--- config.mk ---
export PLATFORM = sky130hd
export DESIGN_NAME = supply_fault_sequencing_regs
export DESIGN_NICKNAME = d
export VERILOG_FILES = /design/src/verilog/seq_regs_pkg.sv /design/src/verilog/pin_sync.sv /design/src/verilog/supply_fault_sequencing_regs.sv
export SDC_FILE = /design/constraint.sdc
export NUM_CORES = 1
export LEC_CHECK = 0
export ABC_AREA = 1
export ABC_CLOCK_PERIOD_IN_PS = 1070
export CORE_UTILIZATION = 25
export CTS_CLUSTER_DIAMETER = 80
export CTS_CLUSTER_SIZE = 20
export DETAILED_ROUTE_END_ITERATION = 10
export DONT_BUFFER_PORTS = 1
export GPL_ROUTABILITY_DRIVEN = 0
export HOLD_SLACK_MARGIN = 0.06
export PLACE_DENSITY_LB_ADDON = 0.2
export SETUP_SLACK_MARGIN = 0.3
export SYNTH_ARGS = -nofsm -noshare
export SYNTH_HDL_FRONTEND = slang
export SYNTH_SLANG_ARGS = --single-unit
--- constraint.sdc ---
create_clock -name clk_sys_in -period 1.07 [get_ports clk_sys_in]
set_input_delay 0.0535 -clock clk_sys_in [delete_from_list [all_inputs] [get_ports clk_sys_in]]
set_output_delay 0.0535 -clock clk_sys_in [all_outputs]
set_load 0.02 [all_outputs]
--- src/verilog/seq_regs_pkg.sv ---
/*
  package for the sequencing register block: offsets, bit positions, reset values.
  assumes a byte-wide register port driven by the i2c slave front end.
*/
package seq_regs_pkg;

  // ==========================================================
  // register offsets
  localparam logic [7:0] OFS_SUPPLY_STATUS = 8'h02;
  localparam logic [7:0] OFS_FAULT_MASK = 8'h07;
  localparam logic [7:0] OFS_MODE_CTRL = 8'h08;

  // ==========================================================
  // mode control bit positions
  localparam int BIT_STANDBY = 7;
  localparam int BIT_SLEEP = 6;
  localparam int BIT_LED_OSC = 3;
  localparam int BIT_NOT_LOADED = 1;
  localparam int BIT_SOFT_RESET = 0;

  // bits that hold storage in the mode control register
  localparam logic [7:0] MODE_CTRL_USED = 8'hCB;

  // ==========================================================
  // reset values
  localparam logic [7:0] MODE_CTRL_RESET = 8'h00;
  localparam logic [7:0] FAULT_MASK_RESET = 8'h00;
  localparam logic [7:0] STATUS_RESET = 8'h00;

  // internal status flag positions
  localparam int FLAG_CONV_HIGH = 0;
  localparam int FLAG_CONV_LOW = 1;
  localparam int FLAG_ANALOG_OPEN = 2;
  localparam int FLAG_THERMAL = 3;
  localparam int FLAG_WIDTH = 4;

  // synchroniser depth for pin inputs
  localparam int SYNC_STAGES = 3;

endpackage : seq_regs_pkg

--- src/verilog/pin_sync.sv ---
/*
  three-stage synchroniser with agreement filter for a bus of pins.
  assumes inputs are asynchronous to clk_sys_in.
*/
module pin_sync
  import seq_regs_pkg::*;
#(
  parameter int WIDTH = 8,
  parameter logic [WIDTH-1:0] INIT = '0
) (
  input wire logic clk_sys_in,
  input wire logic sys_rst_in,
  input wire logic [WIDTH-1:0] async_in,
  output logic [WIDTH-1:0] sync_out
);

  logic [WIDTH-1:0] s1_r;
  logic [WIDTH-1:0] s2_r;
  logic [WIDTH-1:0] s3_r;
  logic [WIDTH-1:0] sync_r;
  logic [WIDTH-1:0] agree;
  logic [WIDTH-1:0] sync_nxt;

  // ==========================================================
  // a change counts once stages two and three agree
  assign agree = ~(s2_r ^ s3_r);
  assign sync_nxt = (agree & s3_r) | (~agree & sync_r);
  assign sync_out = sync_r;

  always_ff @(posedge clk_sys_in) begin
    if (sys_rst_in) begin
      s1_r <= INIT;
      s2_r <= INIT;
      s3_r <= INIT;
      sync_r <= INIT;
    end else begin
      s1_r <= async_in;
      s2_r <= s1_r;
      s3_r <= s2_r;
      sync_r <= sync_nxt;
    end
  end

endmodule : pin_sync

--- src/verilog/supply_fault_sequencing_regs.sv ---
/*
  mode/reset control, supply status and supply fault mask registers of the
  power sequencing controller, with supply fault event generation.
  assumes an i2c slave front end presents byte writes and reads as a
  one-cycle strobe with an 8-bit offset, on clk_sys_in.
*/
// What this block does
// mode control readable, writable; few bits sequence
// standby bit puts both bucks standby
// sleep bit requests sleep, self-clears
// soft reset bit resets, self-clears
// host sets not-loaded flag entering normal
// defaults load clears not-loaded flag
// status register read-only, shows live supplies
// status bit order bucks, led, linears
// mask register per supply, one masks
// unmasked status toggle raises fault event
// status valid only after normal mode
// internal flags kept without register bits
// unused mode bits read zero
// writes to status register ignored
module supply_fault_sequencing_regs
  import seq_regs_pkg::*;
(
  input wire logic clk_sys_in,
  input wire logic sys_rst_in,
  input wire logic hardware_reset_pin_n_in,
  input wire logic output_undervoltage_in,
  input wire logic normal_mode_in,
  input wire logic reg_wr_in,
  input wire logic reg_rd_in,
  input wire logic [7:0] reg_addr_in,
  input wire logic [7:0] reg_wdata_in,
  output logic [7:0] reg_rdata_out,
  output logic reg_ack_out,
  input wire logic buck_one_fault_in,
  input wire logic buck_two_fault_in,
  input wire logic led_boost_driver_ovp_in,
  input wire logic [4:0] linear_reg_fault_in,
  input wire logic converter_result_high_in,
  input wire logic converter_result_low_in,
  input wire logic analog_input_one_open_in,
  input wire logic thermal_fault_in,
  output logic buck_standby_request_out,
  output logic sleep_request_out,
  output logic soft_reset_out,
  output logic led_driver_low_freq_osc_out,
  output logic defaults_not_loaded_flag_out,
  output logic supply_fault_event_out,
  output logic status_valid_out,
  output logic [FLAG_WIDTH-1:0] internal_flags_out
);

  // ==========================================================
  // declarations
  logic [7:0] mode_ctrl_r;
  logic [7:0] mode_ctrl_nxt;
  logic [7:0] fault_mask_r;
  logic [7:0] fault_mask_nxt;
  logic [7:0] status_prev_r;
  logic [7:0] rdata_r;
  logic [7:0] rdata_nxt;
  logic ack_r;
  logic fault_event_r;
  logic valid_r;
  logic [FLAG_WIDTH-1:0] flags_r;
  logic [7:0] status_raw;
  logic [7:0] supply_status;
  logic [1:0] load_pins_raw;
  logic [1:0] load_pins;
  logic [FLAG_WIDTH-1:0] flags_raw;
  logic [FLAG_WIDTH-1:0] flags_sync;
  logic load_defaults;
  logic wr_mode;
  logic wr_mask;
  logic rd_hit;
  logic [7:0] status_toggle;

  function automatic logic addr_is(input logic [7:0] addr, input logic [7:0] ofs);
    addr_is = (addr == ofs);
  endfunction : addr_is

  // ==========================================================
  // pin synchronisers
  // status bit order
  assign status_raw = {buck_one_fault_in, buck_two_fault_in, led_boost_driver_ovp_in,
                       linear_reg_fault_in};
  assign load_pins_raw = {~hardware_reset_pin_n_in, output_undervoltage_in};
  assign flags_raw = {thermal_fault_in, analog_input_one_open_in,
                      converter_result_low_in, converter_result_high_in};

  pin_sync #(
    .WIDTH(8),
    .INIT(STATUS_RESET)
  ) u_status_sync (
    .clk_sys_in(clk_sys_in),
    .sys_rst_in(sys_rst_in),
    .async_in(status_raw),
    .sync_out(supply_status)
  );

  pin_sync #(
    .WIDTH(2),
    .INIT(2'b00)
  ) u_load_sync (
    .clk_sys_in(clk_sys_in),
    .sys_rst_in(sys_rst_in),
    .async_in(load_pins_raw),
    .sync_out(load_pins)
  );

  pin_sync #(
    .WIDTH(FLAG_WIDTH),
    .INIT('0)
  ) u_flag_sync (
    .clk_sys_in(clk_sys_in),
    .sys_rst_in(sys_rst_in),
    .async_in(flags_raw),
    .sync_out(flags_sync)
  );

  // ==========================================================
  // decode
  // defaults load on undervoltage or reset pin low
  assign load_defaults = |load_pins;
  assign wr_mode = reg_wr_in & addr_is(reg_addr_in, OFS_MODE_CTRL);
  assign wr_mask = reg_wr_in & addr_is(reg_addr_in, OFS_FAULT_MASK);
  assign rd_hit = reg_rd_in;

  // ==========================================================
  // mode control next value
  always_comb begin
    mode_ctrl_nxt = mode_ctrl_r;
    // sleep self-clears
    mode_ctrl_nxt[BIT_SLEEP] = 1'b0;
    // soft reset self-clears
    mode_ctrl_nxt[BIT_SOFT_RESET] = 1'b0;
    if (wr_mode) begin
      // writable; R13 unused bits dropped; R05 host sets flag
      mode_ctrl_nxt = reg_wdata_in & MODE_CTRL_USED;
    end
  end

  // mask register read/write
  assign fault_mask_nxt = wr_mask ? reg_wdata_in : fault_mask_r;

  // ==========================================================
  // read mux
  // status has no write path; R07 read shows live status
  always_comb begin
    rdata_nxt = rdata_r;
    if (rd_hit) begin
      if (addr_is(reg_addr_in, OFS_SUPPLY_STATUS)) begin
        rdata_nxt = supply_status;
      end else if (addr_is(reg_addr_in, OFS_FAULT_MASK)) begin
        rdata_nxt = fault_mask_r;
      end else if (addr_is(reg_addr_in, OFS_MODE_CTRL)) begin
        // unused bits read zero
        rdata_nxt = mode_ctrl_r & MODE_CTRL_USED;
      end else begin
        rdata_nxt = 8'h00;
      end
    end
  end

  // ==========================================================
  // unmasked toggle detection
  assign status_toggle = (supply_status ^ status_prev_r) & ~fault_mask_r;

  // ==========================================================
  // registers
  always_ff @(posedge clk_sys_in) begin
    if (sys_rst_in || load_defaults) begin
      // defaults clear not-loaded flag
      mode_ctrl_r <= MODE_CTRL_RESET;
      fault_mask_r <= FAULT_MASK_RESET;
    end else begin
      mode_ctrl_r <= mode_ctrl_nxt;
      fault_mask_r <= fault_mask_nxt;
    end
  end

  always_ff @(posedge clk_sys_in) begin
    if (sys_rst_in) begin
      status_prev_r <= STATUS_RESET;
      fault_event_r <= 1'b0;
      valid_r <= 1'b0;
      rdata_r <= 8'h00;
      ack_r <= 1'b0;
      flags_r <= '0;
    end else begin
      status_prev_r <= supply_status;
      // one-cycle fault event
      fault_event_r <= |status_toggle;
      // valid once normal mode reached
      valid_r <= (valid_r | normal_mode_in) & ~load_defaults;
      rdata_r <= rdata_nxt;
      ack_r <= reg_wr_in | reg_rd_in;
      // internal flags only
      flags_r <= flags_sync;
    end
  end

  // ==========================================================
  // outputs
  // standby to both bucks
  assign buck_standby_request_out = mode_ctrl_r[BIT_STANDBY];
  assign sleep_request_out = mode_ctrl_r[BIT_SLEEP];
  assign soft_reset_out = mode_ctrl_r[BIT_SOFT_RESET];
  assign led_driver_low_freq_osc_out = mode_ctrl_r[BIT_LED_OSC];
  assign defaults_not_loaded_flag_out = mode_ctrl_r[BIT_NOT_LOADED];
  assign supply_fault_event_out = fault_event_r;
  assign status_valid_out = valid_r;
  assign internal_flags_out = flags_r;
  assign reg_rdata_out = rdata_r;
  assign reg_ack_out = ack_r;

endmodule : supply_fault_sequencing_regs
==> results.md, run 1 <==
* Status: complete, but fails checks
* Failing checks: negative hold slack
* Max-slew violations at 0
* Post-Syn Area at 3170 sq um
* Vias at 2489
* R2R setup slack at 140 ps
* Layout cell share with drive strength beyond 1 at 24.0%
* Yosys top cell by area: dfxtp_1
* Peak supply drop at 559 uV
* Peak Freq at 1070 MHz
* Die span in y at 115 um
* Fin Hold WS at -219 ps
* Total track usage at 11.4%
* DRC at 0
* Overflow left after global routing at 0
* Synth Warn # at 0
* Tcrit/Tclk final at 87.3%
* TritonCTS buffer count at 9
* Initial core utilization at 26.0%
* Clock Tree Root: clkbuf_16
* Vias in the first global route at 2288
* Setup_tns at 0 ps
* I/O Pins at 55
* RSZ-0062 raised after global routing: true
* Critical Path Sink Type: flip-flop
* Area delta synth->final at 35.3%
* # H-tree levels at 3
* Fin worst setup slack at 135 ps
* Largest net degree at the start of global routing at 64
* Synth area leaders: dfxtp_1, nor2_1, inv_1
* FP Rows at 40
* Crit path DAT at 1190 ps
* Yosys cell types at 21
* Cells after Synth at 396
* WL/cell at 11.6 um
* Final number of hold-violating endpoints at 68
* Synthesized flop and latch total at 92
* Clk sinks at 92
* Final wirelength at 7.06 mm
* Initial antenna violation count at 1
* Core ar. at 12200 sq um
* Post-synth net total at 431
* Tmin final at 935 ps
* Nets@finish at 473
* DRT Pass-1 Iters at 4
* Pwr per Cell Area at 1620 nW/um^2
* Worst Path Max Fanout at 12
* Reg clk slew, reported paths at 60 ps
* Latest clock arrival within the worst-skew pair at 330 ps
* Max_cap viols at 0
* Routed Antenna Nets at 0
* Hpwl dp at 4.64 mm
* Port Buffers at 0
* Pre-CTS WS at 16.2 ps
* Critical path launch point type: flip-flop
* Die X at 115 um
* Synth top area share at 58.1%
* Number of DRC markers in iteration 0 at 107
* Worst Hold Launch: sys_rst_in
* Worst EP required at 1330 ps
* Syn avg cell area at 8.01 sq um
* Area of the die at 13100 sq um
* Clock Skew at 6.50 ps
* Clk buf depth at 2
* Worst Hold Class: input pin to flip-flop
* Via-per-instance ratio at 4.08
* Slew HR at 71.3%
* Leak Pwr at 0.00171 uW
* Final setup viols at 0
* Sequential share of the synthesized area at 58.1%
* Global-route wire length before repair at 11.2 mm
* TritonCTS clock tree: yes
* Slew at the pin with the worst max-slew slack at 429 ps
* WS Path Type: flip-flop to flip-flop
==> cells by family after synthesis <==
| kind of cell | count (synthesis) | synth area share [%] |
|---|---|---|
| XOR/XNOR | 4 | 1.10 |
| flip-flops | 92 | 58.1 |
| buffers and inverters | 83 | 10.3 |
| AND/OR/NAND/NOR | 157 | 20.8 |
| AO/OA/AOI/OAI | 60 | 9.70 |
==> report_power, final <==
part,internal [uW],leakage [uW],switching (uW),total (uW)
Combinational,145,0.000797,135,280
Sequential,3490,0.000767,44.9,3540
Clock,1910,0.000145,1220,3130
==> synth_stat cells <==
cell type / count
nor3b_1: 2
buf_2: 7
o21ai_0: 20
nand2_1: 27
nor2_1: 95
clkbuf_1: 4
a21o_1: 1
nor2_2: 2
a21oi_1: 33
nand3_1: 23
nor3_1: 1
nand2_2: 5
a31oi_1: 2
inv_1: 70
inv_2: 1
xnor2_1: 4
dfxtp_1: 92
o21ai_1: 2
buf_6: 1
nor2_4: 2
o22ai_1: 2
==> worst max-delay path, stage by stage, from the launching register on <==
cell and delay (ps):
dfxtp_2 340, nor3_4 230, inv_4 110, nor3b_1 170
==> layout by cell type, fill, tap and decap left out, types with 4 or more instances in the layout <==
| cell type | netlist | layout |
|---|---|---|
| nor2_1 | 95 | 89 |
| nand3_1 | 23 | 19 |
| nand2_4 | 0 | 4 |
| nand2_1 | 27 | 25 |
| clkbuf_16 | 0 | 9 |
| a21oi_1 | 33 | 31 |
| o21ai_1 | 2 | 5 |
| inv_2 | 1 | 6 |
| o21ai_2 | 0 | 4 |
| dfxtp_2 | 0 | 24 |
| o21ai_0 | 20 | 13 |
| dlygate4sd3_1 | 0 | 23 |
| nor2_4 | 2 | 7 |
| dfxtp_1 | 92 | 60 |
| buf_4 | 0 | 4 |
| dfxtp_4 | 0 | 8 |
| inv_1 | 70 | 63 |
| buf_6 | 1 | 16 |
==> path summary, 6_finish.rpt <==
kind / to / cells after the start
setup / recovery: mode_ctrl_r[0] / 3
hold reg to reg: u_status_sync.s2_r[2] / 2
hold / removal: internal_flags_out[0] / 1
setup reg to reg: mode_ctrl_r[0] / 3
==> area by class of cell <==
class | instances | area, sq um
Fill cell | 1297 | 7920
Sequential cell | 92 | 1900
Inverter | 71 | 282
Antenna cell | 1 | 2.50
Tap cell | 168 | 210
Timing Repair Buffer | 43 | 440
Clock buffer | 12 | 256
Clock inverter | 2 | 35.0
Multi-Input combinational cell | 221 | 1160
==> stage by stage <==
stage / instance area [sq um] / util, % / cells / total power (uW)
after floorplan: 3250 / - / 396 / 3810
after global placement: 3510 / 28.7 / 567 / 3820
after detailed placement: 3510 / 28.7 / 567 / 3820
after CTS: 4160 / 34.1 / 606 / 7060
after global routing: 4290 / 35.1 / 609 / 7240
final: 4290 / 35.1 / 610 / 6950
==> layer usage <==
metal	wire length (um)	GRT usage [%]	up-vias
met2	3180	17.7	45
met3	333	3.12	11
met1	3410	14.3	1134
li1	-	-	1299
met5	0	0	-
met4	133	5.97	0
==> what timing repair did <==
action                                  4_1_cts  5_1_grt
pin swaps                                     2        9
resized for setup                            53       28
buffers inserted                              3        2
hold buffers                                 22        1
endpoints found under the setup margin       42       44
endpoints found under the hold margin        83       69
(Power assumes the default switching activity.)
==> run 2, diff against run 1 <==
ABC_CLOCK_PERIOD_IN_PS = 900   (was 1070)
CORE_UTILIZATION = 39   (was 25)
REMOVE_ABC_BUFFERS = 1   (was default)
clock period = 0.9 ns   (was 1.07 ns; I/O delays follow)
==> run 2 against run 1 <==
  * Largest power group unchanged
  * Critical path depth stayed put
  * Count of clock-buffer cells in the layout is 2 lower
  * Cell area is 4.8% higher
  * Sequential cell count stayed put
  * Die area is 35% lower
  * Largest cell class unchanged
  * Hold slack worse by 40 ps
  * Sequential power is 19% higher
  * The run ends with negative hold slack, negative setup slack left
  * Clock power is 9.6% higher
==> results.md, run 2 (synthesis results as in run 1) <==
* Status: complete, but fails checks (unchanged)
* Failing checks: negative hold slack, negative setup slack (was negative hold slack)
* Slew HR at 76.8% (was 71.3%)
* Core ar. at 7810 sq um (was 12200 sq um)
* Critical R2R Capture: mode_ctrl_r[0] (unchanged)
* Max-slew violations at 0 (unchanged)
* Overflow left after global routing at 0 (unchanged)
* Tcrit/Tclk final at 108% (was 87.3%)
* R2R setup slack at -70 ps (was 140 ps)
* # placed instances at 522 (was 567)
* Via-per-instance ratio at 4.47 (was 4.08)
* Most frequent cells in the layout: nor2_1, inv_1, dfxtp_1, dfxtp_2, buf_6 (was nor2_1, inv_1, dfxtp_1, a21oi_1, nand2_1)
* Slew at the pin with the worst max-slew slack at 348 ps (was 429 ps)
* Hold Path End: u_flag_sync.s2_r[3] (was internal_flags_out[0])
* Hpwl dp at 3.94 mm (was 4.64 mm)
* Fin worst setup slack at -70.1 ps (was 135 ps)
* Initial core utilization at 40.6% (was 26.0%)
* Critical Path Sink Type: flip-flop (unchanged)
* Clock Skew at 8.26 ps (was 6.50 ps)
* Max_cap viols at 0 (unchanged)
* Vias in the first global route at 2480 (was 2288)
* Global-route wire length before repair at 11.1 mm (was 11.2 mm)
* Peak Freq at 1030 MHz (was 1070 MHz)
* DRC at 0 (unchanged)
* Clock Tree Root: clkbuf_8 (was clkbuf_16)
* Sequential Area at 1920 sq um (was 1900 sq um)
* Nets@finish at 501 (was 473)
* Area of the die at 8500 sq um (was 13100 sq um)
* Latest clock arrival within the worst-skew pair at 350 ps (was 330 ps)
* Layout cell share with drive strength beyond 1 at 37.4% (was 24.0%)
* Routed Antenna Nets at 0 (unchanged)
* I/O Pins at 55 (unchanged)
* R2R cell count at 3 (unchanged)
* Grt met3 use at 4.64% (was 3.12%)
* Antenna Cells at 0 (was 1)
* Largest net degree at the start of global routing at 64 (unchanged)
* TritonCTS buffer count at 9 (unchanged)
* Fin Hold WS at -260 ps (was -219 ps)
* WL/cell at 11.4 um (was 11.6 um)
* GRT met2 Usage at 27.7% (was 17.7%)
* Layer with the highest usage: met2 (unchanged)
* Critical path launch point type: flip-flop (unchanged)
* Layout Cells excl Fill at 573 (was 610)
* TritonCTS clock tree: yes (unchanged)
* Die span in y at 92.2 um (was 115 um)
* Worst Hold Class: input pin to flip-flop (unchanged)
* RSZ-0062 raised after global routing: true (unchanged)
* Initial antenna violation count at 0 (was 1)
* Peak supply drop at 984 uV (was 559 uV)
* Port Buffers at 0 (unchanged)
* Fillers at 712 (was 1297)
* GR Util met1 at 20.0% (was 14.3%)
* Area delta synth->final at 41.7% (was 35.3%)
* Pre-CTS WS at -233 ps (was 16.2 ps)
* Total track usage at 16.7% (was 11.4%)
* WS Path Type: flip-flop to flip-flop (unchanged)
* Leak Pwr at 0.00184 uW (was 0.00171 uW)
* Reg clk slew, reported paths at 90 ps (was 60 ps)
* FP Rows at 32 (was 40)
* Final wirelength at 6.55 mm (was 7.06 mm)
* Clk sinks at 92 (unchanged)
* DRT Pass-1 Iters at 4 (unchanged)
* Crit path DAT at 1240 ps (was 1190 ps)
* Worst EP required at 1170 ps (was 1330 ps)
* # H-tree levels at 3 (unchanged)
* Most common cell after layout, fill and taps aside: nor2_1 (unchanged)
* Final setup viols at 5 (was 0)
* Worst Path Max Fanout at 12 (unchanged)
* Vias at 2562 (was 2489)
* Tmin final at 970 ps (was 935 ps)
* Die X at 92.2 um (was 115 um)
* Worst Hold Launch: sys_rst_in (unchanged)
* Clk buf depth at 2 (unchanged)
* Multi-input gate area at 1180 sq um (was 1160 sq um)
* Final number of hold-violating endpoints at 69 (was 68)
* Number of DRC markers in iteration 0 at 95 (was 107)
* Pwr per Cell Area at 1780 nW/um^2 (was 1620 nW/um^2)
* Hold Crit Depth at 1 (unchanged)
==> run 2: how the worst max path moves through the flow <==
stage,end,from,depth (start not counted),slack (ps)
after global placement,mode_ctrl_r[6],flip-flop,3,-200
final,mode_ctrl_r[0],flip-flop,3,-70
after CTS,mode_ctrl_r[6],flip-flop,3,-60
after global routing,mode_ctrl_r[0],flip-flop,3,-130
after floorplan,mode_ctrl_r[0],flip-flop,3,-90
after detailed placement,mode_ctrl_r[6],flip-flop,3,-230
==> run 2: through the flow <==
step	cell area [sq um]	util, %	hold WS, ps	setup TNS (ps)	power (uW)
after CTS	4360	55.9	-276	-138	8070
after detailed placement	3520	45.1	118	-2330	4540
after global routing	4500	57.6	-282	-892	8290
final	4500	57.6	-260	-202	7990
after global placement	3520	45.1	118	-2060	4530
after floorplan	3110	-	112	-381	4460
==> run 2: report_power, final <==
part	switching (uW)	internal, uW	leakage [uW]
logic	164	192	0.000941
clock network	1480	1950	0.000128
registers	54.9	4150	0.000774
==> run 2: critical path: stages (launching register included) <==
cell and delay, ps:
dfxtp_2 350, nor3_4 230, inv_4 120, nor3b_1 190
==> run 2: layout make-up <==
class                           instances  share of cell area (%)
Sequential cell                        92                    42.8
Multi-Input combinational cell        221                    26.2
Timing Repair Buffer                   71                    16.3
Inverter                               71                    6.21
Clock buffer                           10                    3.06
Tap cell                              102                    2.84
Clock inverter                          6                    2.59
==> run 2: metal layers <==
| metal | wire length, um | up-vias | part of all wire (%) |
|---|---|---|---|
| met4 | 69 | 0 | 1.1 |
| li1 | - | 1347 | - |
| met5 | 0 | - | 0 |
| met1 | 3060 | 1140 | 47 |
| met2 | 3070 | 69 | 47 |
| met3 | 353 | 6 | 5.4 |
==> run 2: what timing repair did <==
action                                 4_1_cts  5_1_grt
resized for setup                          127       41
buffers inserted                             8        3
hold buffers                                23        1
endpoints found under the hold margin       92       74
setup endpoints to repair                   65       76
gates cloned                                 0        0
pin swaps                                   35       20
==> run 3, diff against run 2 <==
--- a/config.mk
+++ b/config.mk
@@ -8,5 +8,7 @@
 export ABC_AREA = 1
 export ABC_CLOCK_PERIOD_IN_PS = 900
-export CORE_UTILIZATION = 39
+export CELL_PAD_IN_SITES_DETAIL_PLACEMENT = 2
+export CELL_PAD_IN_SITES_GLOBAL_PLACEMENT = 2
+export CORE_UTILIZATION = 35
 export CTS_CLUSTER_DIAMETER = 80
 export CTS_CLUSTER_SIZE = 20
==> constraint.sdc (replaced) <==
create_clock -name clk_sys_in -period 0.9 [get_ports clk_sys_in]
set_input_delay 0.18 -clock clk_sys_in [delete_from_list [all_inputs] [get_ports clk_sys_in]]
set_output_delay 0.18 -clock clk_sys_in [all_outputs]
set_load 0.02 [all_outputs]
==> run 3 against run 2 <==
  * The flow still finishes with violations (negative hold slack, negative setup slack)
  * Via count rose by 14%
  * Sequential power about the same
  * Global-route usage increased by 5.5 points
  * Total power decreased by 4.5%
  * Utilization shrank 4.9 points
  * Wire length increased by 81%
  * Sequential cell count is the same
==> results.md, run 3 (synthesis results as in run 1) <==
* Slew HR at 73.9% (was 76.8%)
* Clk sinks at 92 (unchanged)
* Die X at 97.2 um (was 92.2 um)
* Clock Tree Root: clkbuf_8 (unchanged)
* DRT Pass-1 Iters at 4 (unchanged)
* Nets@finish at 502 (was 501)
* Die span in y at 97.2 um (was 92.2 um)
* Tmin final at 1130 ps (was 970 ps)
* Total track usage at 22.2% (was 16.7%)
* Area delta synth->final at 45.5% (was 41.7%)
* R2R cell count at 6 (was 3)
* Tcrit/Tclk final at 126% (was 108%)
* Via-per-instance ratio at 5.02 (was 4.47)
* Global-route wire length before repair at 16.2 mm (was 11.1 mm)
* Fin Hold WS at -135 ps (was -260 ps)
* R2R Path Start: status_prev_r[0]
* Latest clock arrival within the worst-skew pair at 370 ps (was 350 ps)
* WL/cell at 20.4 um (was 11.4 um)
* Clock Skew at 8.22 ps (was 8.26 ps)
* I/O Pins at 55 (unchanged)
* Pwr per Cell Area at 1650 nW/um^2 (was 1780 nW/um^2)
* Peak supply drop at 971 uV (was 984 uV)
* Leak Pwr at 0.00185 uW (was 0.00184 uW)
* TritonCTS clock tree: yes (unchanged)
* Hold Crit Depth at 1 (unchanged)
* Crit path DAT at 1420 ps (was 1240 ps)
* RSZ-0062 raised after global routing: true (unchanged)
* Hpwl dp at 5.56 mm (was 3.94 mm)
* Initial core utilization at 36.2% (was 40.6%)
* Worst Hold Class: input pin to flip-flop (unchanged)
* Port Buffers at 0 (unchanged)
* Cts hold-fix bufs at 17 (was 23)
* Max-slew violations at 0 (unchanged)
* Setup_tns at -4200 ps (was -202 ps)
* Worst Path Max Fanout at 2 (was 12)
* Final wirelength at 11.8 mm (was 6.55 mm)
* Failing checks: negative hold slack, negative setup slack (unchanged)
* Largest net degree at the start of global routing at 64 (unchanged)
* Fin worst setup slack at -233 ps (was -70.1 ps)
* Critical path launch point type: flip-flop (unchanged)
* Final setup viols at 38 (was 5)
* WS Path Type: flip-flop to flip-flop (unchanged)
* Worst Hold Launch: sys_rst_in (unchanged)
* Worst EP required at 1190 ps (was 1170 ps)
* Core ar. at 8760 sq um (was 7810 sq um)
* Routed Antenna Nets at 0 (unchanged)
* # H-tree levels at 3 (unchanged)
* Critical R2R Capture: supply_fault_event_out (was mode_ctrl_r[0])
* Max_cap viols at 0 (unchanged)
* Antenna Cells at 0 (unchanged)
* Clk buf depth at 2 (unchanged)
* TritonCTS buffer count at 9 (unchanged)
* Slew at the pin with the worst max-slew slack at 391 ps (was 348 ps)
* Peak Freq at 883 MHz (was 1030 MHz)
* Final number of hold-violating endpoints at 52 (was 69)
* R2R setup slack at -230 ps (was -70 ps)
* Status: complete, but fails checks (unchanged)
* Vias at 2909 (was 2562)
* Number of DRC markers in iteration 0 at 100 (was 95)
* Initial antenna violation count at 0 (unchanged)
* Hold Path End: u_flag_sync.s3_r[1] (was u_flag_sync.s2_r[3])
* Area of the die at 9450 sq um (was 8500 sq um)
* Critical Path Sink Type: flip-flop (unchanged)
* Vias in the first global route at 3244 (was 2480)
* FP Rows at 34 (was 32)
* Layout cell share with drive strength beyond 1 at 47.0% (was 37.4%)
* Overflow left after global routing at 0 (unchanged)
* Sequential Area at 1950 sq um (was 1920 sq um)
* Most common cell after layout, fill and taps aside: nor2_1 (unchanged)
* Fillers at 926 (was 712)
* DRC at 0 (unchanged)
* Most frequent cells in the layout: nor2_1, inv_1, dfxtp_2, buf_6, dfxtp_1 (was nor2_1, inv_1, dfxtp_1, dfxtp_2, buf_6)
* Multi-input gate area at 1320 sq um (was 1180 sq um)
* Reg clk slew, reported paths at 100 ps (was 90 ps)
-- run 3: report_power, final --
group	switching (uW)	leakage (uW)	internal, uW	total, uW
registers	72.9	0.000779	4140	4210
clock network	1620	0.000104	1390	3010
logic	218	0.000970	194	411
-- run 3: timing repair --
item / CTS / global route
hold endpoints to repair: 81 / 67
gates resized for setup: 148 / 80
buffers inserted: 11 / 7
pin swaps: 40 / 33
endpoints found under the setup margin: 67 / 81
gates cloned: 0 / 0
-- run 3: worst max-delay path, cell delays in order (launching register included) --
cell	delay (ps)
dfxtp_1	400
nor2_1	70
nor2_1	170
nand2_1	130
o21ai_2	80
nor2_1	60
a21oi_1	160
-- run 3: worst max path at each step --
stage                     startpoint                endpoint  slack (ps)  depth (start not counted)
finish              status_prev_r[0]  supply_fault_event_out        -230                          6
global route        status_prev_r[0]  supply_fault_event_out        -320                          6
CTS                 reg_rdata_out[2]        reg_rdata_out[2]        -150                          1
detailed placement         flip-flop          mode_ctrl_r[6]        -270                          3
global placement           flip-flop          mode_ctrl_r[0]        -220                          3
floorplan             reg_addr_in[3]         fault_mask_r[2]        -200                          8
-- run 3: routing by layer --
metal / GRT usage, % / vias to the layer above / wire length, um
met5: 0 / - / 0
met4: 8.04 / 0 / 476
met3: 4.96 / 30 / 539
met2: 41.9 / 87 / 6270
met1: 24.0 / 1441 / 4540
li1: - / 1351 / -
-- run 3: final cells by class --
| type | instances | area share, % |
|---|---|---|
| Sequential cell | 92 | 42.2 |
| Multi-Input combinational cell | 221 | 28.5 |
| Tap cell | 108 | 2.93 |
| Timing Repair Buffer | 72 | 15.7 |
| Inverter | 71 | 6.29 |
| Clock buffer | 10 | 2.98 |
| Clock inverter | 6 | 1.49 |
-- run 3: per-stage QoR --
step / area, sq um / power [uW] / utilization (%) / instances / setup WS, ps
global placement: 3530 / 4530 / 40.3 / 530 / -219
floorplan: 3110 / 4460 / - / 384 / -196
detailed placement: 3530 / 4560 / 40.3 / 530 / -271
finish: 4620 / 7630 / 52.7 / 580 / -233
CTS: 4350 / 7590 / 49.6 / 574 / -149
global route: 4620 / 7910 / 52.7 / 580 / -320
